<file path="config.mk">
export PLATFORM = sky130hd
export DESIGN_NAME = mwd_handler
export DESIGN_NICKNAME = d
export VERILOG_FILES = /design/src/mwd_pkg.sv /design/src/mwd_stage_mem.sv /design/src/mwd_handler.sv
export SDC_FILE = /design/constraint.sdc
export NUM_CORES = 1
export LEC_CHECK = 0
export ABC_AREA = 1
export ABC_CLOCK_PERIOD_IN_PS = 5500
export BUFFER_PORTS_ARGS = -buffer_cell sky130_fd_sc_hd__buf_2
export CAP_MARGIN = 20
export CORE_ASPECT_RATIO = 0.7
export CORE_MARGIN = 2
export CORE_UTILIZATION = 61
export CTS_BUF_LIST = sky130_fd_sc_hd__clkbuf_8
export DETAILED_ROUTE_END_ITERATION = 12
export PLACE_DENSITY = 0.83
export RECOVER_POWER = 100
export SLEW_MARGIN = 20
export SYNTH_ARGS = -nofsm -noshare
export SYNTH_HDL_FRONTEND = slang
export SYNTH_SLANG_ARGS = --single-unit
</file>
<file path="constraint.sdc">
create_clock -name sys_clk -period 5.5 [get_ports sys_clk]
set_input_delay 0.55 -clock sys_clk [delete_from_list [all_inputs] [get_ports sys_clk]]
set_output_delay 0.55 -clock sys_clk [all_outputs]
set_load 0.05 [all_outputs]
</file>
<file path="src/mwd_pkg.sv">
// Constants for the register-write and diagnosis function handler.
// Assumes a framer delivering request bytes and a serializer taking reply bytes.
// What this block does
// - Multi no-save write: code 0x42, start address, count 1 to 16.
// - Byte count equals twice the register count, then two bytes per register.
// - Multi-write success reply: code, start address, register count, no data.
// - Each register word travels high byte first, low byte second.
// - Failure reply is request code plus 0x80 and one exception byte.
// - No-save write to a run-locked parameter is refused with exception 1.
// - Diagnosis request: code 0x08, 16-bit sub-function, 16-bit data word.
// - Diagnosis reply repeats code and sub-function unchanged.
// - Sub-function 0000 returns the received data word exactly.
// - Diagnosis never touches parameter registers or application state.
// - Code 0x06 writes one register to working and non-volatile store.
// - Single-write reply echoes code, address, value after update completes.
// - Code 0x41 is 0x06 layout but writes working memory only.
// - Working-memory write acts at once; power-up restores saved value.
package mwd_pkg;
    localparam logic [7:0] FC_DIAG = 8'h08;
    localparam logic [7:0] FC_WR_SAVE = 8'h06;
    localparam logic [7:0] FC_WR_RAM = 8'h41;
    localparam logic [7:0] FC_WR_MULTI = 8'h42;
    localparam logic [7:0] FC_EXC_FLAG = 8'h80;
    localparam logic [15:0] SUB_LOOPBACK = 16'h0000;
    localparam logic [7:0] EXC_LOCKED = 8'h01;
    localparam logic [7:0] EXC_BAD_SUB = 8'h01;
    localparam logic [7:0] EXC_BAD_DATA = 8'h03;
    localparam logic [15:0] MIN_REGS = 16'h0001;
    localparam logic [15:0] MAX_REGS = 16'h0010;
    // Byte positions within a request
    localparam logic [5:0] POS_FC = 6'h00;
    localparam logic [5:0] POS_ADDR_HI = 6'h01;
    localparam logic [5:0] POS_ADDR_LO = 6'h02;
    localparam logic [5:0] POS_WORD_HI = 6'h03;
    localparam logic [5:0] POS_WORD_LO = 6'h04;
    localparam logic [5:0] POS_BCNT = 6'h05;
    localparam logic [5:0] POS_DATA = 6'h06;
    localparam logic [5:0] POS_END = 6'h26;
    localparam logic [5:0] LEN_FIXED = 6'h05;
    localparam logic [5:0] LEN_SAT = 6'h3F;
    localparam logic [2:0] LAST_NORMAL = 3'h4;
    localparam logic [2:0] LAST_EXC = 3'h1;
    localparam int STAGE_DEPTH = 16;
    localparam int STAGE_AW = 4;

    typedef enum logic [2:0] {
        ST_RECV = 3'b000,
        ST_CHECK = 3'b001,
        ST_COMMIT = 3'b010,
        ST_NVWAIT = 3'b011,
        ST_REPLY = 3'b100
    } mwd_state_t;
endpackage

</file>
<file path="src/mwd_stage_mem.sv">
// Staging buffer holding multi-write data until the frame is validated.
// Assumes one write and one read port on the same clock.
`timescale 1ns/1ps
module mwd_stage_mem #(
    parameter int WIDTH = 16,
    parameter int DEPTH = 16,
    parameter int AW = 4
) (
    input wire logic sys_clk,
    input wire logic we,
    input wire logic [AW-1:0] waddr,
    input wire logic [WIDTH-1:0] wdata,
    input wire logic [AW-1:0] raddr,
    output logic [WIDTH-1:0] rdata_q
);
    logic [WIDTH-1:0] mem [DEPTH];

    always_ff @(posedge sys_clk)
    begin
        if (we)
        begin
            mem[waddr] <= wdata;
        end
        rdata_q <= mem[raddr];
    end
endmodule // mwd_stage_mem

</file>
<file path="src/mwd_handler.sv">
// Slave-side handler for diagnosis, single and multi register writes.
// Assumes bytes from a framer on sys_clk and a lock lookup answering combinationally.
`timescale 1ns/1ps
module mwd_handler (
    input wire logic sys_clk,
    input wire logic sys_rst,
    input wire logic [7:0] rx_data,
    input wire logic rx_valid,
    input wire logic rx_end,
    output logic rx_ready_q,
    output logic [7:0] tx_data_q,
    output logic tx_valid_q,
    output logic tx_last_q,
    input wire logic tx_ready,
    input wire logic drive_running,
    output logic [15:0] chk_addr_q,
    input wire logic lock_hit,
    output logic wm_we_q,
    output logic [15:0] wm_addr_q,
    output logic [15:0] wm_data_q,
    output logic nv_we_q,
    input wire logic nv_done
);
    import mwd_pkg::*;

    mwd_state_t st_q, st_d;
    logic [5:0] len_q;
    logic [7:0] fc_q;
    logic [15:0] a_q;
    logic [15:0] n_q;
    logic [7:0] bc_q;
    logic [7:0] hi_q;
    logic exc_q;
    logic [7:0] code_q;
    logic [4:0] i_q;
    logic ph_q;
    logic [2:0] tx_idx_q;
    logic [15:0] buf_rdata;

    function automatic logic [7:0] rep_byte(input logic [2:0] idx, input logic exc, input logic [7:0] fc,
                                            input logic [7:0] code, input logic [15:0] a, input logic [15:0] w);
        logic [7:0] b;
        b = 8'h00;
        if (exc)
        begin
            b = (idx == 3'h0) ? (fc | FC_EXC_FLAG) : code;
        end
        else
        begin
            unique case (idx)
                3'h0: b = fc;
                3'h1: b = a[15:8];
                3'h2: b = a[7:0];
                3'h3: b = w[15:8];
                3'h4: b = w[7:0];
                default: b = 8'h00;
            endcase
        end
        return b;
    endfunction

    // Byte capture and frame decode
    wire take_byte = (st_q == ST_RECV) && rx_valid && !rx_end;
    wire frame_end = (st_q == ST_RECV) && rx_end;
    wire [5:0] data_k = len_q - POS_DATA;
    wire in_data = (len_q >= POS_DATA) && (len_q < POS_END);
    wire stage_we = take_byte && in_data && data_k[0];
    wire [15:0] stage_wdata = {hi_q, rx_data};
    wire is_multi = fc_q == FC_WR_MULTI;
    wire is_diag = fc_q == FC_DIAG;
    wire is_known = is_diag || is_multi || (fc_q == FC_WR_SAVE) || (fc_q == FC_WR_RAM);
    wire n_ok = (n_q >= MIN_REGS) && (n_q <= MAX_REGS);
    wire bc_ok = bc_q == {n_q[6:0], 1'b0};
    wire mlen_ok = len_q == (POS_DATA + {n_q[4:0], 1'b0});
    wire bad_data = is_multi ? !(n_ok && bc_ok && mlen_ok) : (len_q != LEN_FIXED);
    wire bad_sub = is_diag && (a_q != SUB_LOOPBACK);
    wire needs_check = is_multi || (fc_q == FC_WR_RAM);
    wire [4:0] last_i = is_multi ? (n_q[4:0] - 5'h01) : 5'h00;
    wire at_last = i_q == last_i;
    wire [15:0] cur_addr = a_q + {11'h000, i_q};
    wire locked = drive_running && lock_hit;
    wire [2:0] tx_last_idx = exc_q ? LAST_EXC : LAST_NORMAL;
    wire tx_adv = tx_valid_q && tx_ready;
    wire start_reply = (st_d == ST_REPLY) && (st_q != ST_REPLY);
    // Reply kind at start; exc_q may still hold the last frame's outcome
    wire start_exc = (st_q == ST_RECV) ? (bad_data || bad_sub) : (exc_q || ((st_q == ST_CHECK) && locked));

    mwd_stage_mem #(
        .WIDTH(16),
        .DEPTH(STAGE_DEPTH),
        .AW(STAGE_AW)
    ) u_stage (
        .sys_clk(sys_clk),
        .we(stage_we),
        .waddr(data_k[4:1]),
        .wdata(stage_wdata),
        .raddr(i_q[3:0]),
        .rdata_q(buf_rdata)
    );

    always_comb
    begin
        st_d = st_q;
        unique case (st_q)
            ST_RECV:
            begin
                if (frame_end && is_known)
                begin
                    if (bad_data || bad_sub || is_diag)
                        st_d = ST_REPLY;
                    else if (needs_check)
                        st_d = ST_CHECK;
                    else
                        st_d = ST_COMMIT;
                end
            end
            ST_CHECK:
            begin
                if (ph_q && locked)
                    st_d = ST_REPLY;
                else if (ph_q && at_last)
                    st_d = ST_COMMIT;
            end
            ST_COMMIT:
            begin
                if (ph_q && at_last)
                    st_d = (fc_q == FC_WR_SAVE) ? ST_NVWAIT : ST_REPLY;
            end
            ST_NVWAIT:
            begin
                if (nv_done)
                    st_d = ST_REPLY;
            end
            ST_REPLY:
            begin
                if (tx_adv && (tx_idx_q == tx_last_idx))
                    st_d = ST_RECV;
            end
            default: st_d = ST_RECV;
        endcase
    end

    always_ff @(posedge sys_clk)
    begin
        if (sys_rst)
            st_q <= ST_RECV;
        else
            st_q <= st_d;
    end

    always_ff @(posedge sys_clk)
    begin
        if (sys_rst || frame_end)
            len_q <= 6'h00;
        else if (take_byte && (len_q != LEN_SAT))
            len_q <= len_q + 6'h01;
    end

    // Request fields, words high byte first
    always_ff @(posedge sys_clk)
    begin
        if (sys_rst)
        begin
            fc_q <= 8'h00;
            a_q <= 16'h0000;
            n_q <= 16'h0000;
            bc_q <= 8'h00;
            hi_q <= 8'h00;
        end
        else if (take_byte)
        begin
            unique case (len_q)
                POS_FC: fc_q <= rx_data;
                POS_ADDR_HI: a_q[15:8] <= rx_data;
                POS_ADDR_LO: a_q[7:0] <= rx_data;
                POS_WORD_HI: n_q[15:8] <= rx_data;
                POS_WORD_LO: n_q[7:0] <= rx_data;
                POS_BCNT: bc_q <= rx_data;
                default: hi_q <= rx_data;
            endcase
        end
    end

    // Exception outcome
    always_ff @(posedge sys_clk)
    begin
        if (sys_rst || (frame_end && is_known))
        begin
            exc_q <= !sys_rst && (bad_data || bad_sub);
            code_q <= bad_data ? EXC_BAD_DATA : EXC_BAD_SUB;
        end
        else if ((st_q == ST_CHECK) && ph_q && locked)
        begin
            exc_q <= 1'b1;
            code_q <= EXC_LOCKED;
        end
    end

    // Word walker for lock check and commit, two cycles per word
    always_ff @(posedge sys_clk)
    begin
        if (sys_rst || (st_q != st_d))
        begin
            i_q <= 5'h00;
            ph_q <= 1'b0;
        end
        else if ((st_q == ST_CHECK) || (st_q == ST_COMMIT))
        begin
            ph_q <= !ph_q;
            if (ph_q)
                i_q <= i_q + 5'h01;
        end
    end

    always_ff @(posedge sys_clk)
    begin
        if (sys_rst)
            chk_addr_q <= 16'h0000;
        else if ((st_q == ST_CHECK) && !ph_q)
            chk_addr_q <= cur_addr;
    end

    // Working and non-volatile write strobes
    always_ff @(posedge sys_clk)
    begin
        if (sys_rst)
        begin
            wm_we_q <= 1'b0;
            nv_we_q <= 1'b0;
            wm_addr_q <= 16'h0000;
            wm_data_q <= 16'h0000;
        end
        else
        begin
            wm_we_q <= (st_q == ST_COMMIT) && ph_q;
            nv_we_q <= (st_q == ST_COMMIT) && ph_q && (fc_q == FC_WR_SAVE);
            if ((st_q == ST_COMMIT) && ph_q)
            begin
                wm_addr_q <= cur_addr;
                wm_data_q <= is_multi ? buf_rdata : n_q;
            end
        end
    end

    // Reply byte stream
    always_ff @(posedge sys_clk)
    begin
        if (sys_rst)
        begin
            tx_valid_q <= 1'b0;
            tx_last_q <= 1'b0;
            tx_idx_q <= 3'h0;
            tx_data_q <= 8'h00;
        end
        else if (start_reply)
        begin
            tx_valid_q <= 1'b1;
            tx_last_q <= 1'b0;
            tx_idx_q <= 3'h0;
            tx_data_q <= rep_byte(3'h0, start_exc, fc_q, 8'h00, a_q, n_q);
        end
        else if (tx_adv)
        begin
            tx_valid_q <= tx_idx_q != tx_last_idx;
            tx_idx_q <= tx_idx_q + 3'h1;
            tx_last_q <= (tx_idx_q + 3'h1) == tx_last_idx;
            tx_data_q <= rep_byte(tx_idx_q + 3'h1, exc_q, fc_q, code_q, a_q, n_q);
        end
    end

    always_ff @(posedge sys_clk)
    begin
        if (sys_rst)
            rx_ready_q <= 1'b1;
        else
            rx_ready_q <= st_d == ST_RECV;
    end

    AST_EXC_FC: assert property (@(posedge sys_clk) disable iff (sys_rst)
        tx_valid_q && exc_q && (tx_idx_q == 3'h0) |-> tx_data_q == (fc_q | FC_EXC_FLAG))
        else $error("exception reply code wrong");
    AST_LOCK_REFUSE: assert property (@(posedge sys_clk) disable iff (sys_rst)
        (st_q == ST_CHECK) && ph_q && locked |=> exc_q && (code_q == EXC_LOCKED) && (st_q == ST_REPLY) && !wm_we_q)
        else $error("locked write not refused");
    AST_DIAG_NO_WRITE: assert property (@(posedge sys_clk) disable iff (sys_rst)
        wm_we_q || nv_we_q |-> fc_q != FC_DIAG)
        else $error("diagnosis wrote a register");
    AST_BAD_COUNT: assert property (@(posedge sys_clk) disable iff (sys_rst)
        frame_end && is_multi && !(n_ok && bc_ok) |=> exc_q && (code_q == EXC_BAD_DATA) && (st_q == ST_REPLY))
        else $error("bad count not refused");
    AST_MULTI_RANGE: assert property (@(posedge sys_clk) disable iff (sys_rst)
        wm_we_q && is_multi |-> (n_q >= MIN_REGS) && (n_q <= MAX_REGS) && (bc_q == {n_q[6:0], 1'b0}))
        else $error("multi write with illegal count");
    AST_NV_ONLY_SAVE: assert property (@(posedge sys_clk) disable iff (sys_rst)
        nv_we_q |-> (fc_q == FC_WR_SAVE) && wm_we_q)
        else $error("non-volatile write from wrong code");
    AST_REPLY_AFTER_NV: assert property (@(posedge sys_clk) disable iff (sys_rst)
        (st_q == ST_NVWAIT) && !nv_done |=> !tx_valid_q && (st_q == ST_NVWAIT))
        else $error("reply before update complete");
    AST_LOOPBACK: assert property (@(posedge sys_clk) disable iff (sys_rst)
        tx_valid_q && !exc_q && is_diag && (tx_idx_q == 3'h4) |-> tx_data_q == n_q[7:0] && tx_last_q)
        else $error("loopback data mismatch");
    AST_ECHO_FC: assert property (@(posedge sys_clk) disable iff (sys_rst)
        tx_valid_q && !exc_q && (tx_idx_q == 3'h0) |-> tx_data_q == fc_q)
        else $error("reply code not echoed");
    AST_ADDR_HI_FIRST: assert property (@(posedge sys_clk) disable iff (sys_rst)
        tx_adv && !exc_q && (tx_idx_q == 3'h0) |=> tx_data_q == a_q[15:8] ##1 1'b1)
        else $error("address high byte not first");

    COV_DIAG: cover property (@(posedge sys_clk) tx_valid_q && is_diag && !exc_q && tx_last_q);
    COV_MULTI: cover property (@(posedge sys_clk) wm_we_q && is_multi && at_last);
    COV_LOCK: cover property (@(posedge sys_clk) (st_q == ST_CHECK) && ph_q && locked);
    COV_NV: cover property (@(posedge sys_clk) (st_q == ST_NVWAIT) && nv_done);
endmodule // mwd_handler

</file>
* Yosys cells after proc, flatten, opt, wreduce, memory -nomap -nowiden
Memory sizes are Yosys's and may differ from the RTL's. A register that Yosys moved wholly into a read port is not among the register bits.
Index checks and enable logic that the tools add are counted.
** Word-level totals
- Flip-flop bits (word level) :: 144
- Latch bits :: 0
- Bits in writable memories :: 256
- Bits in read-only memories :: 0
- Input port bits :: 16
- Output and inout port bits :: 61
- Logic and storage cells :: 151
- Memories kept :: 1
** Memory list
- u_stage.mem :: depth 16, bits a word 16, read ports 1, clocked after Yosys merged registers in 1, write ports 1, RTL line mwd_stage_mem.sv:16 : logic [WIDTH-1:0] mem [DEPTH];
** Operators by class
- Add/subtract/negate cells :: 7
- $mul :: 0
- Divide/modulo/power cells :: 0
- $lt $le $gt $ge :: 4
- Equal/unequal tests :: 28
- Shifts and indexed selects :: 0
- Multiplexer cells :: 30
- Bitwise operators :: 1
- Reduce and logical (&&, ||, !) cells :: 57
** Operators with widths (number)
- 8-bit two-way mux :: 7
- 8-bit case mux with 5 select lines :: 1
- 3-bit two-way mux :: 9
- 1-bit logical AND :: 25
- 16-bit by 5-bit adder with 16-bit output :: 1
- 8-bit by 7-bit == test with 1-bit output, second input constant :: 2
- 16-bit by 1-bit greater-or-equal comparator with 1-bit output, second input constant :: 1
- 16-bit by 5-bit less-or-equal comparator with 1-bit output, second input constant :: 1
- 16-bit two-way mux :: 1
- 2-bit AND reduction :: 8
- 16-bit nonzero test :: 1
- 3-bit case mux with 5 select lines :: 1
- 3-bit by 2-bit == test with 1-bit output, second input constant :: 4
- 6-bit by 2-bit == test with 1-bit output, second input constant :: 2
- 6-bit by 3-bit == test with 1-bit output, second input constant :: 2
- 1-bit logical OR :: 11
- 3-bit == test, second input constant :: 3
- 3-bit logical NOT :: 3
- 8-bit by 3-bit == test with 1-bit output, second input constant :: 1
- 8-bit by 4-bit == test with 1-bit output, second input constant :: 1
- 8-bit == test :: 1
- 1-bit two-way mux :: 8
- 3-bit by 6-bit adder with 6-bit output, first input constant :: 1
- 6-bit by 1-bit adder with 6-bit output, second input constant :: 1
- 23 further kinds :: 31

* Logic depth before layout (Yosys ltp)
- Depth after elaboration :: 14
- Mapped depth :: 19

* Modules after synthesis
Synthesis repeated with hierarchy kept, for this count alone.
** Second synthesis, totals
- Cell total of the unflattened synthesis :: 2050
- Area, all modules :: 18370.1 um^2
** By module, submodules not included
- mwd_stage_mem :: instances 1, cells each 1074, area each 11380.9 um^2, seq. area each 8007.7 um^2
- mwd_handler :: instances 1, cells each 976, area each 6989.2 um^2, seq. area each 2762.6 um^2

* Least setup slack after synthesis
OpenSTA, ideal clock, no wires.
- Path kind :: register to register
- Start :: register i_q[1]
- End :: register chk_addr_q[14]
- Setup time :: 0.115 ns
- Arrival :: 2.541 ns
- Data required time :: 5.385 ns
- Path slack :: 2.843 ns
- Stages on the path, launching flop included :: 16
- Path buffers :: 2
- Clock period less this slack :: 2.657 ns
- Cells stage by stage :: dfxtp_1 > inv_1 > clkbuf_1 > clkbuf_1 > fa_1 > o21ai_0 > nand2_1 > a21oi_1 > nand2_1 > inv_1 > nand3_1 > nor2_1 > nand3_1 > xor2_1 > o21ai_0 > inv_1
** Between the ends
- Cells in the longest elaborated chain, start to end :: 1
** Ends and longest elaborated chain
- start: declaration :: RTL line mwd_handler.sv:35 : logic [4:0] i_q;
- start signal: assignment :: RTL line mwd_handler.sv:211 : i_q <= i_q + 5'h01;
- 16-bit by 5-bit adder with 16-bit output :: RTL line mwd_handler.sv:80 : wire [15:0] cur_addr = a_q + {11'h000, i_q};
- end signal: assignment :: RTL line mwd_handler.sv:220 : chk_addr_q <= cur_addr;
- end: declaration :: RTL line mwd_handler.sv:16 : output logic [15:0] chk_addr_q,
Every way passes these cells.
A chain may end at the register's enable or synchronous reset.

==> results.py <==
metrics = {
    "status": {
        "outcome": "finished, violations left",
        "violations": "capacitance limit, slew limit",
    },
    "synthesis": {
        "yosys-top-cells-count": "nor2_1, edfxtp_1, o21ai_0, nand2_1, dfxtp_1",
        "synth_cell_types": 41,
        "synthesis.area_mm2": 0.01728,
        "syn-num-nets": 1790,
        "synth-edff-count": 258,
        "yosysWarningCount": 0,
        "synth_fa_ha_area_frac": 0.01347,
        "synth_area_leaders": "edfxtp_1, dfxtp_1, o21ai_0, nor2_1, nand2_1",
        "seq_area_frac_synth": 0.6234,
        "post-synth-top-count-cell": "nor2_1",
        "synthXorXnorAreaFrac": 0.007097,
        "yosys.area.top_type_share": 0.4484,
        "synth_top_area_cell": "edfxtp_1",
        "synth_top_family_by_area": "simple AND/OR/NAND/NOR gates",
        "async_reset_ff_frac": 0,
        "syn_inst": 1756,
        "synthSimpleGateAreaFrac": 0.1536,
        "synthMuxAreaShare": 0,
        "synth_ff_type": "edfxtp_1",
        "synth-compound-area-share": 0.1487,
        "ys_seq_elements": 409,
        "syn_avg_cell_area_um2": 9.839,
    },
    "clocking": {
        "ctsResizeCount": 0,
        "path_clk_slew_ps": 70,
        "cts_buffer_depth": 3,
        "htree_levels": 2,
        "cts-buffers-inserted": 59,
        "cts-root-buf": "clkbuf_8",
        "cts.sinks": 409,
        "ctsHoldBuffers": 0,
        "cts_tree": "done",
        "post_cts_buffers": 0,
        "clock_latency_ps": 640,
    },
    "route": {
        "vias": 13613,
        "post-route-drc-count": 0,
        "dr.first_iter.drc_count": 1870,
        "finalWirelength_mm": 46.45,
        "via_per_inst": 6.045,
        "antenna_left": 0,
        "post_drt_wl_per_cell_um": 20.63,
        "dr.pass1.iters": 6,
    },
    "worst_setup_path": {
        "critical_path_arrival_ps": 4630,
        "endpoint_kind": "register",
        "slowest_delay_ps": 1450,
        "cp_max_fo": 79,
        "cp_data_required_time_ps": 6000,
        "cp_top_family": "flip-flops",
        "setup.worst_path.start_class": "register",
        "path_class": "register to register",
        "crit_path_top_delay_cell": "dfxtp_1",
        "path_cells": "clkinv_2, buf_4, clkbuf_2, o21ai_0, o22ai_1, o211ai_1, nand3_1",
        "r2r_slack_ps": 1370,
        "path_buf_inv": 3,
    },
    "layout": {
        "fin_cells": 2252,
        "seqCellArea_mm2": 0.01077,
        "nNetsFinal": 1867,
        "n_fill_cell": 2194,
        "diodes": 0,
        "drive_gt1_frac": 0.06273,
        "post-route-util": 0.6785,
        "fin_area_mm2": 0.01888,
        "multi_input_area_mm2": 0.005549,
        "syn_to_final_growth_pct": 9.263,
    },
    "floorplanning": {
        "die_area_mm2": 0.02971,
        "die_y_um": 144.8,
        "core_mm2": 0.02782,
        "io_pins": 77,
        "start_util": 0.6210,
        "rows": 51,
        "chipWidth_um": 205.1,
    },
    "grt": {
        "grt_overflow": 0,
        "grt_start_max_net_pins": 85,
        "grt_pass1_vias": 12101,
        "grt.total_usage": 0.3121,
        "antenna_found_initial": 0,
        "grt_pass1_wl_mm": 69.37,
    },
    "timing": {
        "tightest_slew_ps": 2125,
        "slew_violations": 165,
        "fin_skew_ps": 24.05,
        "hold_violations": 0,
        "rsz0062_at_grt": "no",
        "fin_tns_setup_ps": 0,
        "slew_headroom": -0.4218,
        "finalCritPeriodShare": 0.7503,
        "period_needed_ps": 4127,
        "setup_violations": 0,
        "clock.fmax_ghz": 0.2423,
    },
    "pwr": {
        "ir_drop_v": 0.0002457,
        "p_leak_uw": 0.006962,
        "power.density_mw_per_mm2": 304.3,
    },
    "hold_path": {
        "min_path_type": "input port to register",
    },
    "placed_design": {
        "placed_area_mm2": 0.01798,
        "port_buffers": 76,
        "place.gp.congestion": 0.9554,
        "place_inst": 2143,
        "dpl.hpwl_mm": 29.16,
    },
    "job": {
        "drv_cap": 3,
    },
}
final cells by class:
cell class,instances,area share
Clock inverter,45,0.01067
Clock buffer,64,0.04666
Tap cell,371,0.02459
Multi-Input combinational cell,1106,0.2940
Timing Repair Buffer,102,0.02260
Inverter,155,0.03089
Sequential cell,409,0.5706
metrics by stage:
step | worst slack (ps) | power (uW) | hold WS (ps)
2_1_floorplan | 2843 | 3499 | 442.6
3_3_place_gp | 2488 | 3572 | 449.8
3_5_place_dp | 2397 | 3577 | 455.9
4_1_cts | 2406 | 5760 | 368.2
5_1_grt | 1049 | 5917 | 451.0
6_report | 1373 | 5744 | 415.6
worst reg2reg max path, stage by stage (launching register included):
cell and delay (ps):
dfxtp_1 1450, clkinv_2 120, buf_4 340, clkbuf_2 860, o21ai_0 550, o22ai_1 110, o211ai_1 460, nand3_1 120
per-layer routing:
| metal | GRT usage | share of wire |
|---|---|---|
| met5 | 0 | 0 |
| met1 | 0.4869 | 0.43 |
| met2 | 0.4323 | 0.41 |
| met4 | 0.07043 | 0.016 |
| met3 | 0.08643 | 0.15 |
kinds of logic (layout without fill, tap and decap cells):
| kind of cell | Yosys count | after routing |
|---|---|---|
| AO/OA/AOI/OAI | 448 | 448 |
| XOR/XNOR | 14 | 14 |
| adder cells (fa/ha/maj) | 18 | 18 |
| buffers and inverters | 241 | 366 |
| flip-flops | 409 | 409 |
| AND/OR/NAND/NOR | 626 | 626 |
state kept, by name, indices dropped and copies added (netlist names), 3 cells and up:
register         cells
hi_q                 8
wm_addr_q           16
len_q                6
tx_data_q            8
i_q                  5
wm_data_q           16
a_q                 16
u_stage.rdata_q     16
bc_q                 8
n_q                 16
st_q                 3
chk_addr_q          16
u_stage.mem        256
fc_q                 8
tx_idx_q             3
final timing paths:
| check | from | end | cells past startpoint |
|---|---|---|---|
| worst min-delay path | sys_rst | wm_we_q$_SDFF_PP0_ | 2 |
| worst min register to register | chk_addr_q[2]$_SDFFE_PP0P_ | chk_addr_q[2]$_SDFFE_PP0P_ | 2 |
| worst max-delay path | i_q[0]$_SDFFE_PP0P_ | u_stage.rdata_q[6]$_DFF_P_ | 7 |
| worst max register to register | i_q[0]$_SDFFE_PP0P_ | u_stage.rdata_q[6]$_DFF_P_ | 7 |
cells in the final DEF, fill, tap and decap left out, types with 4 or more instances in the layout:
cell type	instances
nand4_1	8
nor4_1	5
inv_1	164
nand2_1	212
clkbuf_1	85
nor2_4	4
nand3_1	86
ha_1	17
inv_2	5
xor2_1	11
o211ai_1	39
o21ai_1	6
o21ai_0	237
nor2_1	274
nor2_2	4
clkinv_1	18
nand2_2	6
clkbuf_8	64
a221oi_1	6
clkinv_2	11
a21oi_1	68
o21bai_1	10
nor3_1	19
o221ai_1	28
buf_2	7
dfxtp_1	150
o22ai_1	47
edfxtp_1	258
buf_4	9
report_power, final:
part,internal (uW),switching (uW),leakage [uW]
logic,46.4,169,0.00286
clock network,1070,1150,0.000635
registers,3270,28.8,0.00347
(Power assumes the default switching activity.)
